<file path="src/include/mdc_pkg.sv">
// Functional notes
// - Serial out open drain at 0, push-pull at 1; resets 1.
// - Edge rate field picks 25, 50, 125 or 200 V/us slew; resets 0.
// - PWM scheme: six-input, six with limit, three-input, three with limit.
// - Writing 1 to fault clear clears latched faults; the bit returns to 0.
// - Full-duty frequency bit picks 20 kHz at 0 and 40 kHz at 1.
// - Overvoltage threshold bit picks 34 V at 0 and 22 V at 1.
// - Overvoltage guard off at 0, on at 1; resets 1.
// - Serial errors reach fault pin at 0, not at 1; resets 1.
// - Thermal warnings kept off fault pin at 0, shown at 1; resets 0.
// - Driver shutoff at 1 puts all power transistors in high impedance.
// - Cycle clear bit at 1 clears overcurrent shutdown, not the report, on a PWM cycle change.
// - Filter field picks 0.2, 0.6, 1.25 or 1.6 us deglitch; resets 1.
// - Retry bit picks 5 ms at 0 and 500 ms at 1 after overcurrent.
// - Overcurrent threshold bit picks 16 A at 0 and 24 A at 1.
// - Response: latched, auto retry, report only, or ignored.
// - Recirculation via transistors at 0, diodes at 1.
// - Async rectification off at 0, on at 1.
// - Sync rectification off at 0, on at 1.
// - Sense gain field picks 0.15, 0.3, 0.6 or 1.2 V/A; resets 0.
// - Register at 5h resets to 46h, top bit reads zero, reserved bits kept.
// - Lock code 110b blocks writes except lock field; 011b unlocks.
package mdc_pkg;
  // Register map
  localparam logic [5:0] ADDR_LOCK = 6'h03;
  localparam logic [5:0] ADDR_DRIVE = 6'h04;
  localparam logic [5:0] ADDR_PROT = 6'h05;
  localparam logic [5:0] ADDR_OCP = 6'h06;
  localparam logic [5:0] ADDR_RECIR = 6'h07;
  localparam logic [7:0] RST_DRIVE = 8'h60;
  localparam logic [7:0] RST_PROT = 8'h46;
  localparam logic [7:0] RST_OCP = 8'h10;
  localparam logic [7:0] RST_RECIR = 8'h00;
  localparam logic [7:0] WMASK_DRIVE = 8'hfe;
  localparam logic [7:0] WMASK_PROT = 8'h7f;
  localparam logic [2:0] LOCK_CODE = 3'h6;
  localparam logic [2:0] UNLOCK_CODE = 3'h3;
  // Field positions
  localparam int DRV_SDO_BIT = 5;
  localparam int DRV_SLEW_LSB = 3;
  localparam int DRV_PWM_LSB = 1;
  localparam int DRV_CLR_BIT = 0;
  localparam int PROT_FULL_BIT = 4;
  localparam int PROT_OVSEL_BIT = 3;
  localparam int PROT_OVEN_BIT = 2;
  localparam int PROT_SERR_BIT = 1;
  localparam int PROT_OTW_BIT = 0;
  localparam int OCP_OFF_BIT = 7;
  localparam int OVERCURRENT_CYCLE_CLEAR_BIT = 6;
  localparam int OVERCURRENT_FILTER_TIME_LSB = 4;
  localparam int OVERCURRENT_RETRY_INTERVAL_BIT = 3;
  localparam int OVERCURRENT_THRESHOLD_BIT = 2;
  localparam int OVERCURRENT_RESPONSE_LSB = 0;
  localparam int REC_SEL_BIT = 6;
  localparam int REC_AAR_BIT = 3;
  localparam int REC_ASR_BIT = 2;
  localparam int REC_GAIN_LSB = 0;
  // Serial frame: read flag, 6-bit address, spare bit, 8-bit data
  localparam logic [4:0] FRAME_BITS = 5'd16;
  localparam logic [4:0] ADDR_DONE_BITS = 5'd7;
  // Timing
  localparam int CLK_KHZ = 40000;
  localparam int DEG0_NS = 200;
  localparam int DEG1_NS = 600;
  localparam int DEG2_NS = 1250;
  localparam int DEG3_NS = 1600;
  localparam logic [6:0] DEG0_CYC = 7'((DEG0_NS * CLK_KHZ + 999999) / 1000000);
  localparam logic [6:0] DEG1_CYC = 7'((DEG1_NS * CLK_KHZ + 999999) / 1000000);
  localparam logic [6:0] DEG2_CYC = 7'((DEG2_NS * CLK_KHZ + 999999) / 1000000);
  localparam logic [6:0] DEG3_CYC = 7'((DEG3_NS * CLK_KHZ + 999999) / 1000000);
  localparam int RETRY_SHORT_MS = 5;
  localparam int RETRY_LONG_MS = 500;
  localparam int RETRY_W = 25;
  typedef enum logic [1:0] {
    OCR_LATCH = 2'b00,
    OCR_RETRY = 2'b01,
    OCR_REPORT = 2'b10,
    OCR_IGNORE = 2'b11
  } mdc_ocp_resp_e;
endpackage

</file>
<file path="src/include/mdc_cfg_if.sv">
`timescale 1ns/1ps
`default_nettype none
interface mdc_cfg_if;
  logic wr_pulse;
  logic err_pulse;
  logic [5:0] addr;
  logic [7:0] wdata;
  logic [7:0] rdata;
  logic [7:0] status;
  modport engine (output wr_pulse, output err_pulse, output addr, output wdata,
                  input rdata, input status);
  modport regs (input wr_pulse, input err_pulse, input addr, input wdata,
                output rdata, output status);
endinterface
`default_nettype wire

</file>
<file path="src/rtl/mdc_serial_port.sv">
`timescale 1ns/1ps
`default_nettype none
module mdc_serial_port
  import mdc_pkg::*;
(
  // Clock and reset
  input wire logic clk,
  input wire logic srst,
  // Serial pins, sampled as synchronous levels
  input wire logic scs_n,
  input wire logic sclk,
  input wire logic sdi,
  output logic sdo_bit,
  // Register side
  mdc_cfg_if.engine cfg
);
  logic sclk_q_reg;
  logic scs_n_q_reg;
  logic [4:0] cnt_reg;
  logic [15:0] shift_reg;
  logic [7:0] rd_hold_reg;
  logic sdo_reg;
  logic rise;
  logic fall;
  logic start;
  logic stop;
  logic [4:0] cnt_next;

  // Edge detection on the sampled pins
  assign rise = ~scs_n & sclk & ~sclk_q_reg;
  assign fall = ~scs_n & ~sclk & sclk_q_reg;
  assign start = ~scs_n & scs_n_q_reg;
  assign stop = scs_n & ~scs_n_q_reg;
  assign cnt_next = cnt_reg + 5'd1;
  always_ff @(posedge clk) begin
    if (srst) begin
      sclk_q_reg <= 1'b0;
      scs_n_q_reg <= 1'b1;
    end else begin
      sclk_q_reg <= sclk;
      scs_n_q_reg <= scs_n;
    end
  end

  // Input shifter, MSB first on rising clock; extra bits are dropped
  always_ff @(posedge clk) begin
    if (srst || start) begin
      cnt_reg <= 5'd0;
      shift_reg <= 16'h0000;
    end else if (rise && cnt_reg != FRAME_BITS) begin
      cnt_reg <= cnt_next;
      shift_reg <= {shift_reg[14:0], sdi};
    end
  end

  // Read data is frozen once the address is complete
  always_ff @(posedge clk) begin
    if (srst) begin
      rd_hold_reg <= 8'h00;
    end else if (cnt_reg == ADDR_DONE_BITS) begin
      rd_hold_reg <= cfg.rdata;
    end
  end

  // Status byte, then register data, on falling clock
  always_ff @(posedge clk) begin
    if (srst) begin
      sdo_reg <= 1'b0;
    end else if (start) begin
      sdo_reg <= cfg.status[7];
    end else if (fall) begin
      if (cnt_reg < 5'd8) begin
        sdo_reg <= cfg.status[3'(5'd7 - cnt_reg)];
      end else if (cnt_reg < FRAME_BITS) begin
        sdo_reg <= rd_hold_reg[3'(5'd15 - cnt_reg)];
      end else begin
        sdo_reg <= 1'b0;
      end
    end
  end

  // Only a whole frame with read flag clear is a write
  assign sdo_bit = sdo_reg;
  assign cfg.addr = (cnt_reg == FRAME_BITS) ? shift_reg[14:9] : shift_reg[5:0];
  assign cfg.wdata = shift_reg[7:0];
  assign cfg.wr_pulse = stop & (cnt_reg == FRAME_BITS) & ~shift_reg[15];
  assign cfg.err_pulse = stop & (cnt_reg != FRAME_BITS);
endmodule
`default_nettype wire

</file>
<file path="src/rtl/mdc_overcurrent_guard.sv">
`timescale 1ns/1ps
`default_nettype none
module mdc_overcurrent_guard
  import mdc_pkg::*;
#(
  parameter int RETRY_SHORT_CYC = RETRY_SHORT_MS * CLK_KHZ,
  parameter int RETRY_LONG_CYC = RETRY_LONG_MS * CLK_KHZ
) (
  // Clock and reset
  input wire logic clk,
  input wire logic srst,
  // Comparator, PWM and fault clear events
  input wire logic oc_raw,
  input wire logic pwm_cycle_start,
  input wire logic clear_faults,
  // Settings
  input wire logic [1:0] filter_time,
  input wire logic retry_long,
  input wire logic cycle_clear_en,
  input wire mdc_ocp_resp_e response,
  // Results
  output logic oc_shutdown,
  output logic oc_reported
);
  logic [6:0] deg_cnt_reg;
  logic [6:0] deg_target;
  logic [RETRY_W-1:0] retry_cnt_reg;
  logic active_reg;
  logic report_reg;
  logic trip;
  logic retry_done;

  // Deglitch target by filter code
  always_comb begin
    case (filter_time)
      2'd0: deg_target = DEG0_CYC;
      2'd1: deg_target = DEG1_CYC;
      2'd2: deg_target = DEG2_CYC;
      default: deg_target = DEG3_CYC;
    endcase
  end

  // Raw must stay high for the whole filter time; trips once per episode
  always_ff @(posedge clk) begin
    if (srst || !oc_raw) begin
      deg_cnt_reg <= 7'd0;
    end else if (deg_cnt_reg != deg_target) begin
      deg_cnt_reg <= deg_cnt_reg + 7'd1;
    end
  end
  assign trip = oc_raw & (deg_cnt_reg == deg_target - 7'd1);

  // Retry wait counts down after a trip
  assign retry_done = active_reg && response == OCR_RETRY && retry_cnt_reg == '0;
  always_ff @(posedge clk) begin
    if (srst) begin
      retry_cnt_reg <= '0;
    end else if (trip) begin
      retry_cnt_reg <= retry_long ? RETRY_W'(RETRY_LONG_CYC - 1)
                                  : RETRY_W'(RETRY_SHORT_CYC - 1);
    end else if (retry_cnt_reg != '0) begin
      retry_cnt_reg <= retry_cnt_reg - 1'b1;
    end
  end

  // Fault state; a new trip wins over any clear in the same cycle
  always_ff @(posedge clk) begin
    if (srst) begin
      active_reg <= 1'b0;
      report_reg <= 1'b0;
    end else begin
      if (clear_faults || retry_done) begin
        active_reg <= 1'b0;
        report_reg <= 1'b0;
      end else if (cycle_clear_en && pwm_cycle_start) begin
        active_reg <= 1'b0;
      end
      if (trip) begin
        case (response)
          OCR_LATCH, OCR_RETRY: begin
            active_reg <= 1'b1;
            report_reg <= 1'b1;
          end
          OCR_REPORT: report_reg <= 1'b1;
          default: ;
        endcase
      end
    end
  end
  assign oc_shutdown = active_reg;
  assign oc_reported = report_reg;
endmodule
`default_nettype wire

</file>
<file path="src/rtl/mdc_ctrl_regs.sv">
`timescale 1ns/1ps
`default_nettype none
module mdc_ctrl_regs
  import mdc_pkg::*;
#(
  parameter int RETRY_SHORT_CYC = RETRY_SHORT_MS * CLK_KHZ,
  parameter int RETRY_LONG_CYC = RETRY_LONG_MS * CLK_KHZ
) (
  // Clock and reset
  input wire logic clk,
  input wire logic srst,
  // Serial configuration port
  input wire logic scs_n,
  input wire logic sclk,
  input wire logic sdi,
  output logic sdo_o,
  output logic sdo_oe,
  // Analog and timing events
  input wire logic overcurrent_detect,
  input wire logic supply_overvoltage,
  input wire logic thermal_warning,
  input wire logic pwm_cycle_start,
  // Drive stage settings
  output logic [1:0] slew_rate_code,
  output logic [1:0] pwm_input_scheme,
  output logic current_limit_enable,
  output logic three_input_mode,
  output logic full_duty_freq_sel,
  output logic limit_recirculation_select,
  output logic async_rectify_enable,
  output logic sync_rectify_enable,
  output logic [1:0] sense_amp_gain,
  // Protection settings
  output logic supply_overvoltage_threshold,
  output logic overvoltage_guard_enable,
  output logic overcurrent_threshold,
  // Protection results
  output logic power_stage_hiz,
  output logic fault_clear,
  output logic serial_fault,
  output logic overcurrent_fault,
  output logic fault_output_pin_n
);
  // ----------------------------------------
  // Storage
  // ----------------------------------------
  mdc_cfg_if cfg ();
  logic [7:0] drive_setup_control_reg;
  logic [7:0] protection_reporting_control_reg;
  logic [7:0] overcurrent_control_reg;
  logic [7:0] recirculation_sense_control_reg;
  logic [2:0] lock_field_reg;
  logic locked_reg;
  logic fault_clear_reg;
  logic serial_fault_reg;
  logic hiz_reg;
  logic fault_pin_n_reg;
  logic [7:0] drive_setup_control_next;
  logic [7:0] protection_reporting_control_next;
  logic [7:0] overcurrent_control_next;
  logic [7:0] recirculation_sense_control_next;
  logic sdo_bit;
  logic wr_lock;
  logic wr_open;
  logic clear_now;
  logic oc_shutdown;
  logic oc_reported;
  logic ov_trip;
  logic fault_any;
  logic [7:0] rdata;

  // ----------------------------------------
  // Serial frame engine
  // ----------------------------------------
  mdc_serial_port u_port (
    .clk (clk),
    .srst (srst),
    .scs_n (scs_n),
    .sclk (sclk),
    .sdi (sdi),
    .sdo_bit (sdo_bit),
    .cfg (cfg.engine)
  );

  // Pin drive follows the drive select bit; released outside frames
  always_comb begin
    if (drive_setup_control_reg[DRV_SDO_BIT]) begin
      sdo_o = sdo_bit;
      sdo_oe = ~scs_n;
    end else begin
      sdo_o = 1'b0;
      sdo_oe = ~scs_n & ~sdo_bit;
    end
  end

  // ----------------------------------------
  // Write qualification
  // ----------------------------------------
  // The lock field stays writable so a locked part can always be opened
  assign wr_lock = cfg.wr_pulse && cfg.addr == ADDR_LOCK;
  assign wr_open = cfg.wr_pulse && !locked_reg;

  // Lock field and lock state
  always_ff @(posedge clk) begin
    if (srst) begin
      lock_field_reg <= 3'h0;
      locked_reg <= 1'b0;
    end else if (wr_lock) begin
      lock_field_reg <= cfg.wdata[2:0];
      if (cfg.wdata[2:0] == LOCK_CODE) begin
        locked_reg <= 1'b1;
      end else if (cfg.wdata[2:0] == UNLOCK_CODE) begin
        locked_reg <= 1'b0;
      end
    end
  end

  // ----------------------------------------
  // Control registers
  // ----------------------------------------
  // Next values: only writable bits move
  always_comb begin
    drive_setup_control_next = drive_setup_control_reg;
    protection_reporting_control_next = protection_reporting_control_reg;
    overcurrent_control_next = overcurrent_control_reg;
    recirculation_sense_control_next = recirculation_sense_control_reg;
    if (wr_open && cfg.addr == ADDR_DRIVE) begin
      drive_setup_control_next = cfg.wdata & WMASK_DRIVE;
    end else if (wr_open && cfg.addr == ADDR_PROT) begin
      protection_reporting_control_next = cfg.wdata & WMASK_PROT;
    end else if (wr_open && cfg.addr == ADDR_OCP) begin
      overcurrent_control_next = cfg.wdata;
    end else if (wr_open && cfg.addr == ADDR_RECIR) begin
      recirculation_sense_control_next = cfg.wdata;
    end
  end

  // Drive setup register
  always_ff @(posedge clk) begin
    if (srst) begin
      drive_setup_control_reg <= RST_DRIVE;
    end else begin
      drive_setup_control_reg <= drive_setup_control_next;
    end
  end

  // Protection and reporting register
  always_ff @(posedge clk) begin
    if (srst) begin
      protection_reporting_control_reg <= RST_PROT;
    end else begin
      protection_reporting_control_reg <= protection_reporting_control_next;
    end
  end

  // Overcurrent register
  always_ff @(posedge clk) begin
    if (srst) begin
      overcurrent_control_reg <= RST_OCP;
    end else begin
      overcurrent_control_reg <= overcurrent_control_next;
    end
  end

  // Recirculation and sense register
  always_ff @(posedge clk) begin
    if (srst) begin
      recirculation_sense_control_reg <= RST_RECIR;
    end else begin
      recirculation_sense_control_reg <= recirculation_sense_control_next;
    end
  end

  // ----------------------------------------
  // Fault clear command
  // ----------------------------------------
  // The clear bit is never stored, so it reads 0 and a 0 write is inert
  assign clear_now = wr_open && cfg.addr == ADDR_DRIVE
                     && cfg.wdata[DRV_CLR_BIT];
  always_ff @(posedge clk) begin
    if (srst) begin
      fault_clear_reg <= 1'b0;
    end else begin
      fault_clear_reg <= clear_now;
    end
  end

  // Serial frame error, latched; a new error beats a clear
  always_ff @(posedge clk) begin
    if (srst) begin
      serial_fault_reg <= 1'b0;
    end else if (cfg.err_pulse) begin
      serial_fault_reg <= 1'b1;
    end else if (fault_clear_reg) begin
      serial_fault_reg <= 1'b0;
    end
  end

  // ----------------------------------------
  // Overcurrent handling
  // ----------------------------------------
  mdc_overcurrent_guard #(
    .RETRY_SHORT_CYC (RETRY_SHORT_CYC),
    .RETRY_LONG_CYC (RETRY_LONG_CYC)
  ) u_ocp (
    .clk (clk),
    .srst (srst),
    .oc_raw (overcurrent_detect),
    .pwm_cycle_start (pwm_cycle_start),
    .clear_faults (fault_clear_reg),
    .filter_time (overcurrent_control_reg[OVERCURRENT_FILTER_TIME_LSB +: 2]),
    .retry_long (overcurrent_control_reg[OVERCURRENT_RETRY_INTERVAL_BIT]),
    .cycle_clear_en (overcurrent_control_reg[OVERCURRENT_CYCLE_CLEAR_BIT]),
    .response (mdc_ocp_resp_e'(overcurrent_control_reg[OVERCURRENT_RESPONSE_LSB +: 2])),
    .oc_shutdown (oc_shutdown),
    .oc_reported (oc_reported)
  );

  // ----------------------------------------
  // Power stage and fault pin
  // ----------------------------------------
  // Overvoltage acts only while the guard is on
  assign ov_trip = supply_overvoltage
                   & protection_reporting_control_reg[PROT_OVEN_BIT];

  // Shutoff, overcurrent or overvoltage opens every transistor
  always_ff @(posedge clk) begin
    if (srst) begin
      hiz_reg <= 1'b1;
    end else begin
      hiz_reg <= overcurrent_control_reg[OCP_OFF_BIT]
                 | oc_shutdown | ov_trip;
    end
  end

  // Fault sources; serial and thermal ones gated by their reporting bits
  assign fault_any = oc_reported
    | ov_trip
    | (serial_fault_reg & ~protection_reporting_control_reg[PROT_SERR_BIT])
    | (thermal_warning & protection_reporting_control_reg[PROT_OTW_BIT]);

  // Registered so the pin never glitches
  always_ff @(posedge clk) begin
    if (srst) begin
      fault_pin_n_reg <= 1'b1;
    end else begin
      fault_pin_n_reg <= ~fault_any;
    end
  end

  // ----------------------------------------
  // Read path
  // ----------------------------------------
  // Unmapped addresses read as zero
  always_comb begin
    if (cfg.addr == ADDR_LOCK) begin
      rdata = {5'h00, lock_field_reg};
    end else if (cfg.addr == ADDR_DRIVE) begin
      rdata = drive_setup_control_reg;
    end else if (cfg.addr == ADDR_PROT) begin
      rdata = protection_reporting_control_reg;
    end else if (cfg.addr == ADDR_OCP) begin
      rdata = overcurrent_control_reg;
    end else if (cfg.addr == ADDR_RECIR) begin
      rdata = recirculation_sense_control_reg;
    end else begin
      rdata = 8'h00;
    end
  end
  assign cfg.rdata = rdata;
  assign cfg.status = {4'h0, locked_reg, ov_trip, serial_fault_reg, oc_reported};

  // ----------------------------------------
  // Setting outputs
  // ----------------------------------------
  // Direct register fields for the analog side
  assign slew_rate_code = drive_setup_control_reg[DRV_SLEW_LSB +: 2];
  assign pwm_input_scheme = drive_setup_control_reg[DRV_PWM_LSB +: 2];
  assign current_limit_enable = drive_setup_control_reg[DRV_PWM_LSB];
  assign three_input_mode = drive_setup_control_reg[DRV_PWM_LSB + 1];
  assign full_duty_freq_sel = protection_reporting_control_reg[PROT_FULL_BIT];
  assign supply_overvoltage_threshold =
    protection_reporting_control_reg[PROT_OVSEL_BIT];
  assign overvoltage_guard_enable = protection_reporting_control_reg[PROT_OVEN_BIT];
  assign overcurrent_threshold = overcurrent_control_reg[OVERCURRENT_THRESHOLD_BIT];
  assign limit_recirculation_select =
    recirculation_sense_control_reg[REC_SEL_BIT];
  assign async_rectify_enable = recirculation_sense_control_reg[REC_AAR_BIT];
  assign sync_rectify_enable = recirculation_sense_control_reg[REC_ASR_BIT];
  assign sense_amp_gain = recirculation_sense_control_reg[REC_GAIN_LSB +: 2];
  assign power_stage_hiz = hiz_reg;
  assign fault_clear = fault_clear_reg;
  assign serial_fault = serial_fault_reg;
  assign overcurrent_fault = oc_reported;
  assign fault_output_pin_n = fault_pin_n_reg;
endmodule
`default_nettype wire

</file>
<file path="config.mk">
export PLATFORM = sky130hd
export DESIGN_NAME = mdc_ctrl_regs
export DESIGN_NICKNAME = d
export VERILOG_FILES = /design/src/include/mdc_pkg.sv /design/src/include/mdc_cfg_if.sv /design/src/rtl/mdc_serial_port.sv /design/src/rtl/mdc_overcurrent_guard.sv /design/src/rtl/mdc_ctrl_regs.sv
export SDC_FILE = /design/constraint.sdc
export NUM_CORES = 1
export LEC_CHECK = 0
export ABC_AREA = 1
export BUFFER_PORTS_ARGS = -buffer_cell sky130_fd_sc_hd__buf_2
export CAP_MARGIN = 20
export CELL_PAD_IN_SITES_DETAIL_PLACEMENT = 2
export CELL_PAD_IN_SITES_GLOBAL_PLACEMENT = 2
export CORE_ASPECT_RATIO = 1.5
export CORE_MARGIN = 4
export CORE_UTILIZATION = 32
export DETAILED_ROUTE_END_ITERATION = 7
export HOLD_SLACK_MARGIN = 0.08
export PLACE_DENSITY = 0.85
export SYNTH_ARGS = -nofsm -noshare
export SYNTH_HDL_FRONTEND = slang
export SYNTH_SLANG_ARGS = --single-unit
</file>
<file path="constraint.sdc">
create_clock -name clk -period 2.4 [get_ports clk]
set_clock_uncertainty 0.2 [all_clocks]
set_input_delay 0.48 -clock clk [delete_from_list [all_inputs] [get_ports clk]]
set_output_delay 0.48 -clock clk [all_outputs]
set_load 0.01 [all_outputs]
</file>
==> flow_metrics.tcl, run 1 <==
set metrics [dict create \
    outcome "finished, final reports clean" \
    cts_hold_buf 0 \
    cts-buffers-inserted 9 \
    route.detailed.drc 0 \
    die_h_um 167 \
    fp.dieW_um 114 \
    setup_ws_ps 107 \
    insertedDiodeCount 0 \
    synth_cell_types 43 \
    arrival_ps 2310 \
    drive_gt1_frac 0.158 \
    track_usage 0.216 \
    critPathSlowestCell "dfxtp_1" \
    wl_per_cell_um 20.0 \
    synth-seq-cells 104 \
    path_cells "inv_1 > ha_1 > nand2_1 > inv_2 > nand2_4 > nand2_1 > nand2_2 > nand2_2 > nor2_8 > nand2_4 > nor3_1" \
    die_area_um2 19000 \
    core-area_um2 16300 \
    critPathLaunchType "register" \
    synth_top_family_by_area "simple AND/OR/NAND/NOR gates" \
    synth_enable_flop_cells 0 \
    setup_tns_ps 0 \
    synth_top_area_cell "dfxtp_1" \
    htree_levels 3 \
    synth.mux.area_fraction 0 \
    pwr_density_cell_nw_per_um2 903 \
    io_pins 31 \
    placementRows 57 \
    endpoint "fault_clear$_SDFF_PP0_" \
    cp-end-kind "register" \
    yosysSeqAreaShare 0.387 \
    cts_tree "done" \
    crit_start "u_port.cnt_reg[1]$_SDFFE_PP0P_" \
    portBuffers 30 \
    drt-total-wl_mm 20.2 \
    grt_first_pass_wirelength_mm 32.1 \
    cts_max_path_buffers 2 \
    synth_area_um2 5380 \
    r2r-start "u_port.cnt_reg[1]$_SDFFE_PP0P_" \
    hpwlAfterDp_mm 15.4 \
    synth-simple-area-share 0.315 \
    r2r-end "fault_clear$_SDFF_PP0_" \
    fillers 1928 \
    hp-class "in -> reg" \
    cp_max_fo 9 \
    vias_per_cell 5.27 \
    ys.flop_type "dfxtp_1" \
    worstSetupPathType "reg -> reg" \
    synth_fp_nets 779 \
    final_nets 818 \
    fmax_mhz 436 \
    period_share 0.955 \
    power_mw 5.55 \
    total_leakage_power_nw 2.74 \
    synthArstFlopShare 0 \
    irDropWorstVdd_uv 496 \
    dp_slack_ps -69.7 \
    initial_utilization 0.329 \
    clk_pin_slew_ps 70 \
    synth_top_area_share 0.387 \
    rrSetupSlack_ps 110 \
    antenna_left 0 \
    grt_max_degree 22 \
    overflow 0 \
    vias 5322 \
    synth_xor_area_frac 0.0261 \
    cts.root.buffer_cell "clkbuf_16" \
    synth_compound_area_frac 0.163 \
    hold_ws_ps 121 \
    yosys.area_share.adder 0.0233 \
    grt_pass1_vias 6033 \
    finalSetupViolations 0 \
    clk_latency_ps 360 \
    avgSynthCellArea_um2 7.07 \
    worstPathRequired_ps 2420 \
    worstRegToRegCells 11 \
    drtPass1Iterations 4 \
    largest_reg_flops 25 \
    cts_sinks 104 \
    slew_viol_final 0 \
    fin_crit_ps 2290 \
    antenna_found_initial 0 \
    place_congestion 0.935 \
    hold_viol_final 0 \
    synth.top_cells.by_area "dfxtp_1, nand2_1, a21oi_1" \
    maxCapViolCount 0 \
    slew_headroom 0.687 \
    area_growth_pct 14.3 \
    cp_slowest_stage_delay_ps 380 \
    max_slew.worst_pin.slew_ps 468 \
    synthCells 760 \
    yosys_warnings 0 \
    drt_iter0_markers 189 \
]
how the worst min path moves through the flow:
stage	start	to	slack, ps	cells after the start
after floorplan	protection_reporting_control_reg[5]$_SDFFE_PP0P_	protection_reporting_control_reg[5]$_SDFFE_PP0P_	230	2
after global placement	lock_field_reg[2]$_SDFFE_PP0P_	lock_field_reg[2]$_SDFFE_PP0P_	250	2
after detailed placement	u_port.rd_hold_reg[7]$_SDFFE_PP0N_	u_port.rd_hold_reg[7]$_SDFFE_PP0N_	270	2
after CTS	srst	u_port.sclk_q_reg$_SDFF_PP0_	120	2
after global routing	srst	u_port.sclk_q_reg$_SDFF_PP0_	130	2
final	srst	u_port.sclk_q_reg$_SDFF_PP0_	120	2
metrics by stage:
step	instance area, µm²	util	instances
after CTS	6090	0.373	1008
after detailed placement	5780	0.354	992
after floorplan	5380	-	760
final	6140	0.376	1010
after global placement	5780	0.354	992
after global routing	6140	0.376	1010
report_power, final:
part	switching (mW)	internal (mW)	total, mW	leakage [nW]
clock network	0.723	0.768	1.49	0.134
registers	0.190	1.90	2.09	0.844
logic	1.29	0.680	1.97	1.76
critical path: cells and delay by family, from the launching register on:
| family | cells | cell delay [ps] |
|---|---|---|
| flops | 1 | 380 |
| buf+inv | 2 | 180 |
| fa+ha+maj | 1 | 180 |
| simple gates | 8 | 1220 |
cell usage after synthesis (6+ instances only):
| library cell | instances |
|---|---|
| a21oi_1 | 73 |
| buf_4 | 6 |
| clkbuf_1 | 9 |
| dfxtp_1 | 104 |
| ha_1 | 10 |
| inv_1 | 76 |
| inv_2 | 7 |
| nand2_1 | 144 |
| nand2_2 | 11 |
| nand2_4 | 7 |
| nand3_1 | 44 |
| nand4_1 | 7 |
| nor2_1 | 96 |
| nor3_1 | 15 |
| o211ai_1 | 9 |
| o21ai_0 | 68 |
| xnor2_1 | 9 |
| xor2_1 | 7 |
layout make-up:
| class | instances | area (µm²) | area share |
|---|---|---|---|
| Clock buffer | 11 | 253 | 0.0411 |
| Clock inverter | 5 | 40.0 | 0.00652 |
| Timing Repair Buffer | 50 | 300 | 0.0489 |
| Inverter | 85 | 327 | 0.0532 |
| Sequential cell | 104 | 2080 | 0.339 |
| Multi-Input combinational cell | 549 | 2880 | 0.469 |
| Tap cell | 206 | 258 | 0.0420 |
cell families (layout without fill, tap and decap cells):
group                      Yosys count  in the layout
and+or+nand+nor                    358            358
AOI/OAI and AO/OA                  165            165
adders and majority gates           10             10
DFF                                104            104
buffers and inverters              107            151
xor gates and xnor gates            16             16
placed cells by master (no fill, tap or decap), drive strengths merged:
cell type / netlist / layout
nor2: 107 / 107
ha: 10 / 10
buf: 13 / 50
nand3: 45 / 45
or2: 8 / 8
xor2: 7 / 7
inv: 83 / 85
o211ai: 9 / 9
nor3b: 2 / 2
o22ai: 2 / 2
nand4: 7 / 7
clkinv: 2 / 2
a21oi: 75 / 75
nor3: 16 / 16
nor4: 3 / 3
clkinvlp: 0 / 3
o21a: 2 / 2
o31ai: 1 / 1
dfxtp: 104 / 104
a31oi: 1 / 1
nand2: 163 / 163
nand3b: 4 / 4
xnor2: 9 / 9
and2: 3 / 3
clkbuf: 9 / 11
o21ai: 75 / 75
timing repair:
| action | 4_1_cts | 5_1_grt |
|---|---|---|
| endpoints found under the setup margin | 22 | 44 |
| pin swaps | 0 | 2 |
| resized for setup | 4 | 14 |
| buffers inserted | 0 | 2 |
routing by layer:
| metal | wire length (µm) | GRT usage |
|---|---|---|
| met2 | 11500 | 0.426 |
| met3 | 444 | 0.0276 |
| met1 | 7300 | 0.213 |
| met4 | 928 | 0.109 |
| met5 | 0 | 0 |
No activity file was read; power rests on OpenSTA's default activity.
==> run 2, diff against run 1 <==
--- a/config.mk
+++ b/config.mk
@@ -5,17 +5,17 @@
 export SDC_FILE = /design/constraint.sdc
 export NUM_CORES = 1
 export LEC_CHECK = 0
-export ABC_AREA = 1
+export ABC_AREA = 0
 export BUFFER_PORTS_ARGS = -buffer_cell sky130_fd_sc_hd__buf_2
 export CAP_MARGIN = 20
 export CELL_PAD_IN_SITES_DETAIL_PLACEMENT = 2
 export CELL_PAD_IN_SITES_GLOBAL_PLACEMENT = 2
 export CORE_ASPECT_RATIO = 1.5
 export CORE_MARGIN = 4
-export CORE_UTILIZATION = 32
+export CORE_UTILIZATION = 34
 export DETAILED_ROUTE_END_ITERATION = 7
 export HOLD_SLACK_MARGIN = 0.08
-export PLACE_DENSITY = 0.85
+export PLACE_DENSITY = 0.84
 export SYNTH_ARGS = -nofsm -noshare
 export SYNTH_HDL_FRONTEND = slang
 export SYNTH_SLANG_ARGS = --single-unit
==> run 2 against run 1 <==
The run now ends with negative setup slack left; hold slack improved by 50 ps; core utilization grew 6.0 points; register-to-register slack lost 230 ps; flip-flop and latch count stayed put; critical path depth is 1 lower; first-iteration DRC count up 25%; setup slack worse by 230 ps; synthesized area is 9.3% lower; die area fell by 14%; sequential power is essentially flat; via count is 14% lower; sequential share of layout area grew 0.10 points.
==> flow_metrics.tcl, run 2 <==
set metrics [dict create \
    outcome "finished with violations" \
    violations "negative setup slack" \
    hp-class "in -> reg" \
    synth_fp_nets 579 \
    critPathLaunchType "register" \
    cts_max_path_buffers 2 \
    grt_max_degree 24 \
    placed_area_um2 5470 \
    drive_gt1_frac 0.256 \
    vias 4555 \
    period_share 1.05 \
    yosys_warnings 0 \
    synth_top_area_cell "dfxtp_1" \
    clock_power_share 0.298 \
    swShare 0.352 \
    comb_power_share 0.324 \
    cts_hold_buf 0 \
    synth_area_um2 4870 \
    htree_levels 3 \
    hpwlAfterDp_mm 12.4 \
    fp.dieW_um 106 \
    cts-buffers-inserted 9 \
    irDropWorstVdd_uv 404 \
    stdcell_count 816 \
    portBuffers 30 \
    placementRows 53 \
    synth.top_cells.by_area "dfxtp_1, mux2i_1, nand2_1" \
    clk_latency_ps 360 \
    core-area_um2 14100 \
    final_common_cell "dfxtp_1" \
    regArea_um2 2090 \
    initial_utilization 0.347 \
    ys.flop_type "dfxtp_1" \
    arrival_ps 2570 \
    fillers 1548 \
    maxCapViolCount 0 \
    vias_per_cell 5.58 \
    dp.cells 788 \
    fin_crit_ps 2530 \
    largest_reg_flops 25 \
    die_h_um 155 \
    finalSetupViolations 13 \
    slew_viol_final 0 \
    multi_input_area_um2 2850 \
    power_mw 5.56 \
    synth_enable_flop_cells 0 \
    track_usage 0.235 \
    clk_pin_slew_ps 70 \
    final_cell_area_um2 6130 \
    drt-total-wl_mm 19.4 \
    slew_headroom 0.693 \
    final_nets 638 \
    avgSynthCellArea_um2 8.70 \
    grt_setup_unrepaired "true" \
    route.detailed.drc 0 \
    drt_iter0_markers 236 \
    insertedDiodeCount 0 \
    setup_ws_ps -128 \
    grt_pass1_vias 5156 \
    grt_first_pass_wirelength_mm 29.8 \
    hold_viol_final 0 \
    yosysSeqAreaShare 0.427 \
    final_cell_mix "dfxtp_1, nand2_1, nor2_1" \
    antenna_found_initial 0 \
    die_area_um2 16400 \
    cp-end-kind "register" \
    synth.cells.most_frequent "dfxtp_1, nand2_1, nor2_1" \
    synthCells 560 \
    overflow 0 \
    area_growth_pct 25.8 \
    io_pins 31 \
    synth-seq-cells 104 \
    pwr_density_cell_nw_per_um2 908 \
    drtPass1Iterations 4 \
    cp_max_fo 7 \
    cts_sinks 104 \
    p_switching_mw 1.96 \
    worstPathRequired_ps 2450 \
    share_seq_of_total_power 0.378 \
    max_slew.worst_pin.slew_ps 456 \
    cts_tree "done" \
    final_core_util 0.436 \
    synth_most_common_cell "dfxtp_1" \
    setup_tns_ps -969 \
    internal_power_mw 3.61 \
    cts.root.buffer_cell "clkbuf_16" \
    synth_top_area_share 0.427 \
    total_leakage_power_nw 2.38 \
    fmax_mhz 396 \
    synthArstFlopShare 0 \
    synth_cell_types 54 \
    antenna_left 0 \
    wl_per_cell_um 23.7 \
    place_congestion 0.850 \
    worstSetupPathType "reg -> reg" \
]
-- run 2: path summary, 6_finish.rpt --
| kind | start | end | slack, ps | depth (start not counted) |
|---|---|---|---|---|
| max reg2reg | u_port.cnt_reg[0]$_SDFFE_PP0P_ | u_port.rd_hold_reg[1]$_SDFFE_PP0N_ | -130 | 10 |
| min reg2reg | u_port.shift_reg[8]$_SDFFE_PP0P_ | u_port.shift_reg[9]$_SDFFE_PP0P_ | 260 | 2 |
| max | u_port.cnt_reg[0]$_SDFFE_PP0P_ | u_port.rd_hold_reg[1]$_SDFFE_PP0N_ | -130 | 10 |
| min | sdi | u_port.shift_reg[0]$_SDFFE_PP0P_ | 170 | 3 |
-- run 2: metrics by stage --
stage	setup slack, ps	hold slack, ps
final	-128	170
after CTS	-14.0	163
after global routing	-218	192
after floorplan	-18.8	220
after global placement	29.7	233
after detailed placement	-164	250
-- run 2: what timing repair did --
item / CTS / global route
endpoints found under the setup margin: 37 / 37
buffers inserted: 4 / 7
pin swaps: 8 / 7
cloned: 0 / 1
gates resized for setup: 26 / 30
-- run 2: cell families (layout without fill, tap and decap cells) --
| kind of cell | Yosys count | after routing | synth area share |
|---|---|---|---|
| xor+xnor | 34 | 34 | 0.0611 |
| fa+ha+maj | 10 | 10 | 0.0257 |
| simple gates | 235 | 235 | 0.234 |
| buf+inv | 47 | 111 | 0.0452 |
| mux | 45 | 45 | 0.101 |
| compound gates | 85 | 85 | 0.107 |
| flops | 104 | 104 | 0.427 |
-- run 2: power groups by stage --
stage	sequential (mW)	clock, mW	combinational [mW]
floorplan	2.07	0	1.28
global placement	2.10	0	1.50
detailed placement	2.12	0	1.63
CTS	2.09	1.69	1.68
global route	2.12	1.76	1.96
finish	2.10	1.66	1.80
-- run 2: layer usage --
layer  global-route usage  vias up  part of all wire
met2                0.435      123              0.55
met5                    0        -                 0
met1                0.248     2305              0.38
li1                     -     2068                 -
met4                0.138        0             0.046
met3               0.0351       59             0.031
-- run 2: critical path, cell delays in order, from the launching register on --
cell and delay, ps:
dfxtp_1 350, inv_2 90, ha_4 140, nor4bb_4 230, buf_6 210, mux2i_4 360
buf_6 160, a21oi_4 70, a221oi_2 280, a21oi_1 80, o221a_2 250
-- run 2: area by class of cell --
cell class / instances / area share
Multi-Input combinational cell: 409 / 0.465
Tap cell: 192 / 0.0392
Timing Repair Buffer: 81 / 0.0937
Clock buffer: 9 / 0.0367
Clock inverter: 7 / 0.0167
Inverter: 14 / 0.00857
Sequential cell: 104 / 0.340
==> run 3, diff against run 2 <==
--- a/config.mk
+++ b/config.mk
@@ -10,12 +10,12 @@
 export CAP_MARGIN = 20
 export CELL_PAD_IN_SITES_DETAIL_PLACEMENT = 2
 export CELL_PAD_IN_SITES_GLOBAL_PLACEMENT = 2
-export CORE_ASPECT_RATIO = 1.5
 export CORE_MARGIN = 4
 export CORE_UTILIZATION = 34
 export DETAILED_ROUTE_END_ITERATION = 7
 export HOLD_SLACK_MARGIN = 0.08
 export PLACE_DENSITY = 0.84
+export REMOVE_ABC_BUFFERS = 1
 export SYNTH_ARGS = -nofsm -noshare
 export SYNTH_HDL_FRONTEND = slang
 export SYNTH_SLANG_ARGS = --single-unit
==> run 3 against run 2 <==
Register-to-register slack lost 40 ps; die area shrank 0.24%; largest cell class unchanged; setup slack lost 38 ps; critical path type unchanged; non-clock buffer count grew 9; wire length grew 17%; the run still ends with negative setup slack left; critical endpoint is now u_port.rd_hold_reg[5]$_SDFFE_PP0N_.
==> flow_metrics.tcl, run 3 (synthesized netlist as in run 2, its figures left out) <==
set metrics [dict create \
    outcome "finished with violations" \
    violations "negative setup slack" \
    dp.cells 786 \
    top_usage_layer "met2" \
    vias 4844 \
    htree_levels 3 \
    worstSetupPathType "reg -> reg" \
    grt_use_met2 0.434 \
    cts_sinks 104 \
    setup_ws_ps -166 \
    irDropWorstVdd_uv 435 \
    clk_latency_ps 370 \
    internal_power_mw 3.73 \
    area_growth_pct 27.2 \
    cp_max_fo 6 \
    fillers 1500 \
    place_congestion 0.859 \
    regArea_um2 2090 \
    cpMostUsedCell "buf_6" \
    path_buf_inv 4 \
    fmax_mhz 390 \
    wl_per_cell_um 27.8 \
    maxCapViolCount 0 \
    worstPathRequired_ps 2470 \
    final_common_cell "dfxtp_1" \
    path_cells "inv_2 > ha_4 > nor4bb_4 > buf_6 > mux2i_1 > buf_4 > and3b_2 > buf_6 > a221oi_2 > o31ai_1" \
    dp_slack_ps -231 \
    initial_utilization 0.350 \
    final_cell_mix "dfxtp_1, nand2_1, nor2_1" \
    drt_iter0_markers 316 \
    track_usage 0.240 \
    overflow 0 \
    cp-end-kind "register" \
    grt_max_degree 24 \
    final_nets 647 \
    period_share 1.07 \
    grt_first_pass_wirelength_mm 30.1 \
    die_h_um 128 \
    grt_pass1_vias 5178 \
    drtPass1Iterations 5 \
    critPathSlowestCell "dfxtp_2" \
    max_slew.worst_pin.slew_ps 702 \
    stdcell_count 813 \
    fin_crit_ps 2570 \
    hold_ws_ps 185 \
    cts.root.buffer_cell "clkbuf_16" \
    antenna_found_initial 0 \
    hold_viol_final 0 \
    cp_slowest_stage_delay_ps 350 \
    placementRows 43 \
    cts_tree "done" \
    antenna_left 0 \
    largest_reg_flops 25 \
    core-area_um2 13900 \
    arrival_ps 2630 \
    clock_power_share 0.284 \
    drive_gt1_frac 0.261 \
    multi_input_area_um2 2850 \
    p_switching_mw 2.22 \
    critPathLaunchType "register" \
    grt_use_met3 0.0442 \
    hpwlAfterDp_mm 12.9 \
    comb_power_share 0.357 \
    total_leakage_power_nw 2.42 \
    path_delay_family "buffers and inverters" \
    route.detailed.drc 0 \
    insertedDiodeCount 0 \
    io_pins 31 \
    cts_hold_buf 0 \
    fp.dieW_um 128 \
    portBuffers 30 \
    pwr_density_cell_nw_per_um2 959 \
    slew_viol_final 0 \
    drt-total-wl_mm 22.6 \
    hp-class "in -> reg" \
    power_mw 5.94 \
    finalSetupViolations 37 \
    clk_pin_slew_ps 80 \
    swShare 0.373 \
    die_area_um2 16300 \
    cts-buffers-inserted 9 \
    slew_headroom 0.531 \
    vias_per_cell 5.96 \
    share_seq_of_total_power 0.360 \
    grt_setup_unrepaired "true" \
    met1_usage 0.279 \
    cts_max_path_buffers 2 \
]
## run 3: cell types whose count changed in the layout (fill, tap and decap cells not counted), sizes merged
cell and change:
clkinv -2, buf +9, inv -2, clkinvlp +2, clkbuf +2
## run 3: final timing paths
path | slack (ps) | end | start | cells past startpoint
hold / removal | 180 | u_port.shift_reg[0]$_SDFFE_PP0P_ | sdi | 3
setup reg to reg | -170 | u_port.rd_hold_reg[5]$_SDFFE_PP0N_ | u_port.cnt_reg[0]$_SDFFE_PP0P_ | 10
hold reg to reg | 270 | u_port.shift_reg[9]$_SDFFE_PP0P_ | u_port.shift_reg[8]$_SDFFE_PP0P_ | 2
setup / recovery | -170 | u_port.rd_hold_reg[5]$_SDFFE_PP0N_ | u_port.cnt_reg[0]$_SDFFE_PP0P_ | 10
## run 3: layout make-up
type,instances,share of cell area
Multi-Input combinational cell,409,0.459
Sequential cell,104,0.337
Timing Repair Buffer,90,0.107
Clock buffer,11,0.0392
Tap cell,180,0.0363
Clock inverter,5,0.0129
Inverter,14,0.00848
## run 3: per-stage QoR
| stage | util | setup TNS, ps | instance area [µm²] |
|---|---|---|---|
| finish | 0.445 | -2070 | 6200 |
| global placement | 0.392 | -15.4 | 5460 |
| floorplan | - | -7700 | 4710 |
| CTS | 0.426 | -27.7 | 5940 |
| detailed placement | 0.392 | -1760 | 5460 |
| global route | 0.445 | -6660 | 6200 |
## run 3: repair_timing
item	CTS	global route
gates resized for setup	23	43
setup endpoints to repair	18	63
pin swaps	3	21
buffers inserted	4	7
endpoints found under the hold margin	0	0
## run 3: per-layer routing
metal  share of wire  wire length [µm]
met5               0                 0
met4           0.060              1360
met3           0.054              1220
met2            0.50             11200
met1            0.39              8800
## run 3: power by group through the flow
stage	registers [mW]	logic [mW]	clock network, mW
6_report	2.14	2.12	1.69
4_1_cts	2.09	1.77	1.67
3_3_place_gp	2.10	1.56	0
2_1_floorplan	2.08	1.19	0
5_1_grt	2.15	2.26	1.76
3_5_place_dp	2.12	1.68	0
## run 3: worst min-delay path: cells and delay by family
family / cells / cell delay, ps
buf+inv: 1 / 100
compound gates: 1 / 70
simple gates: 1 / 60
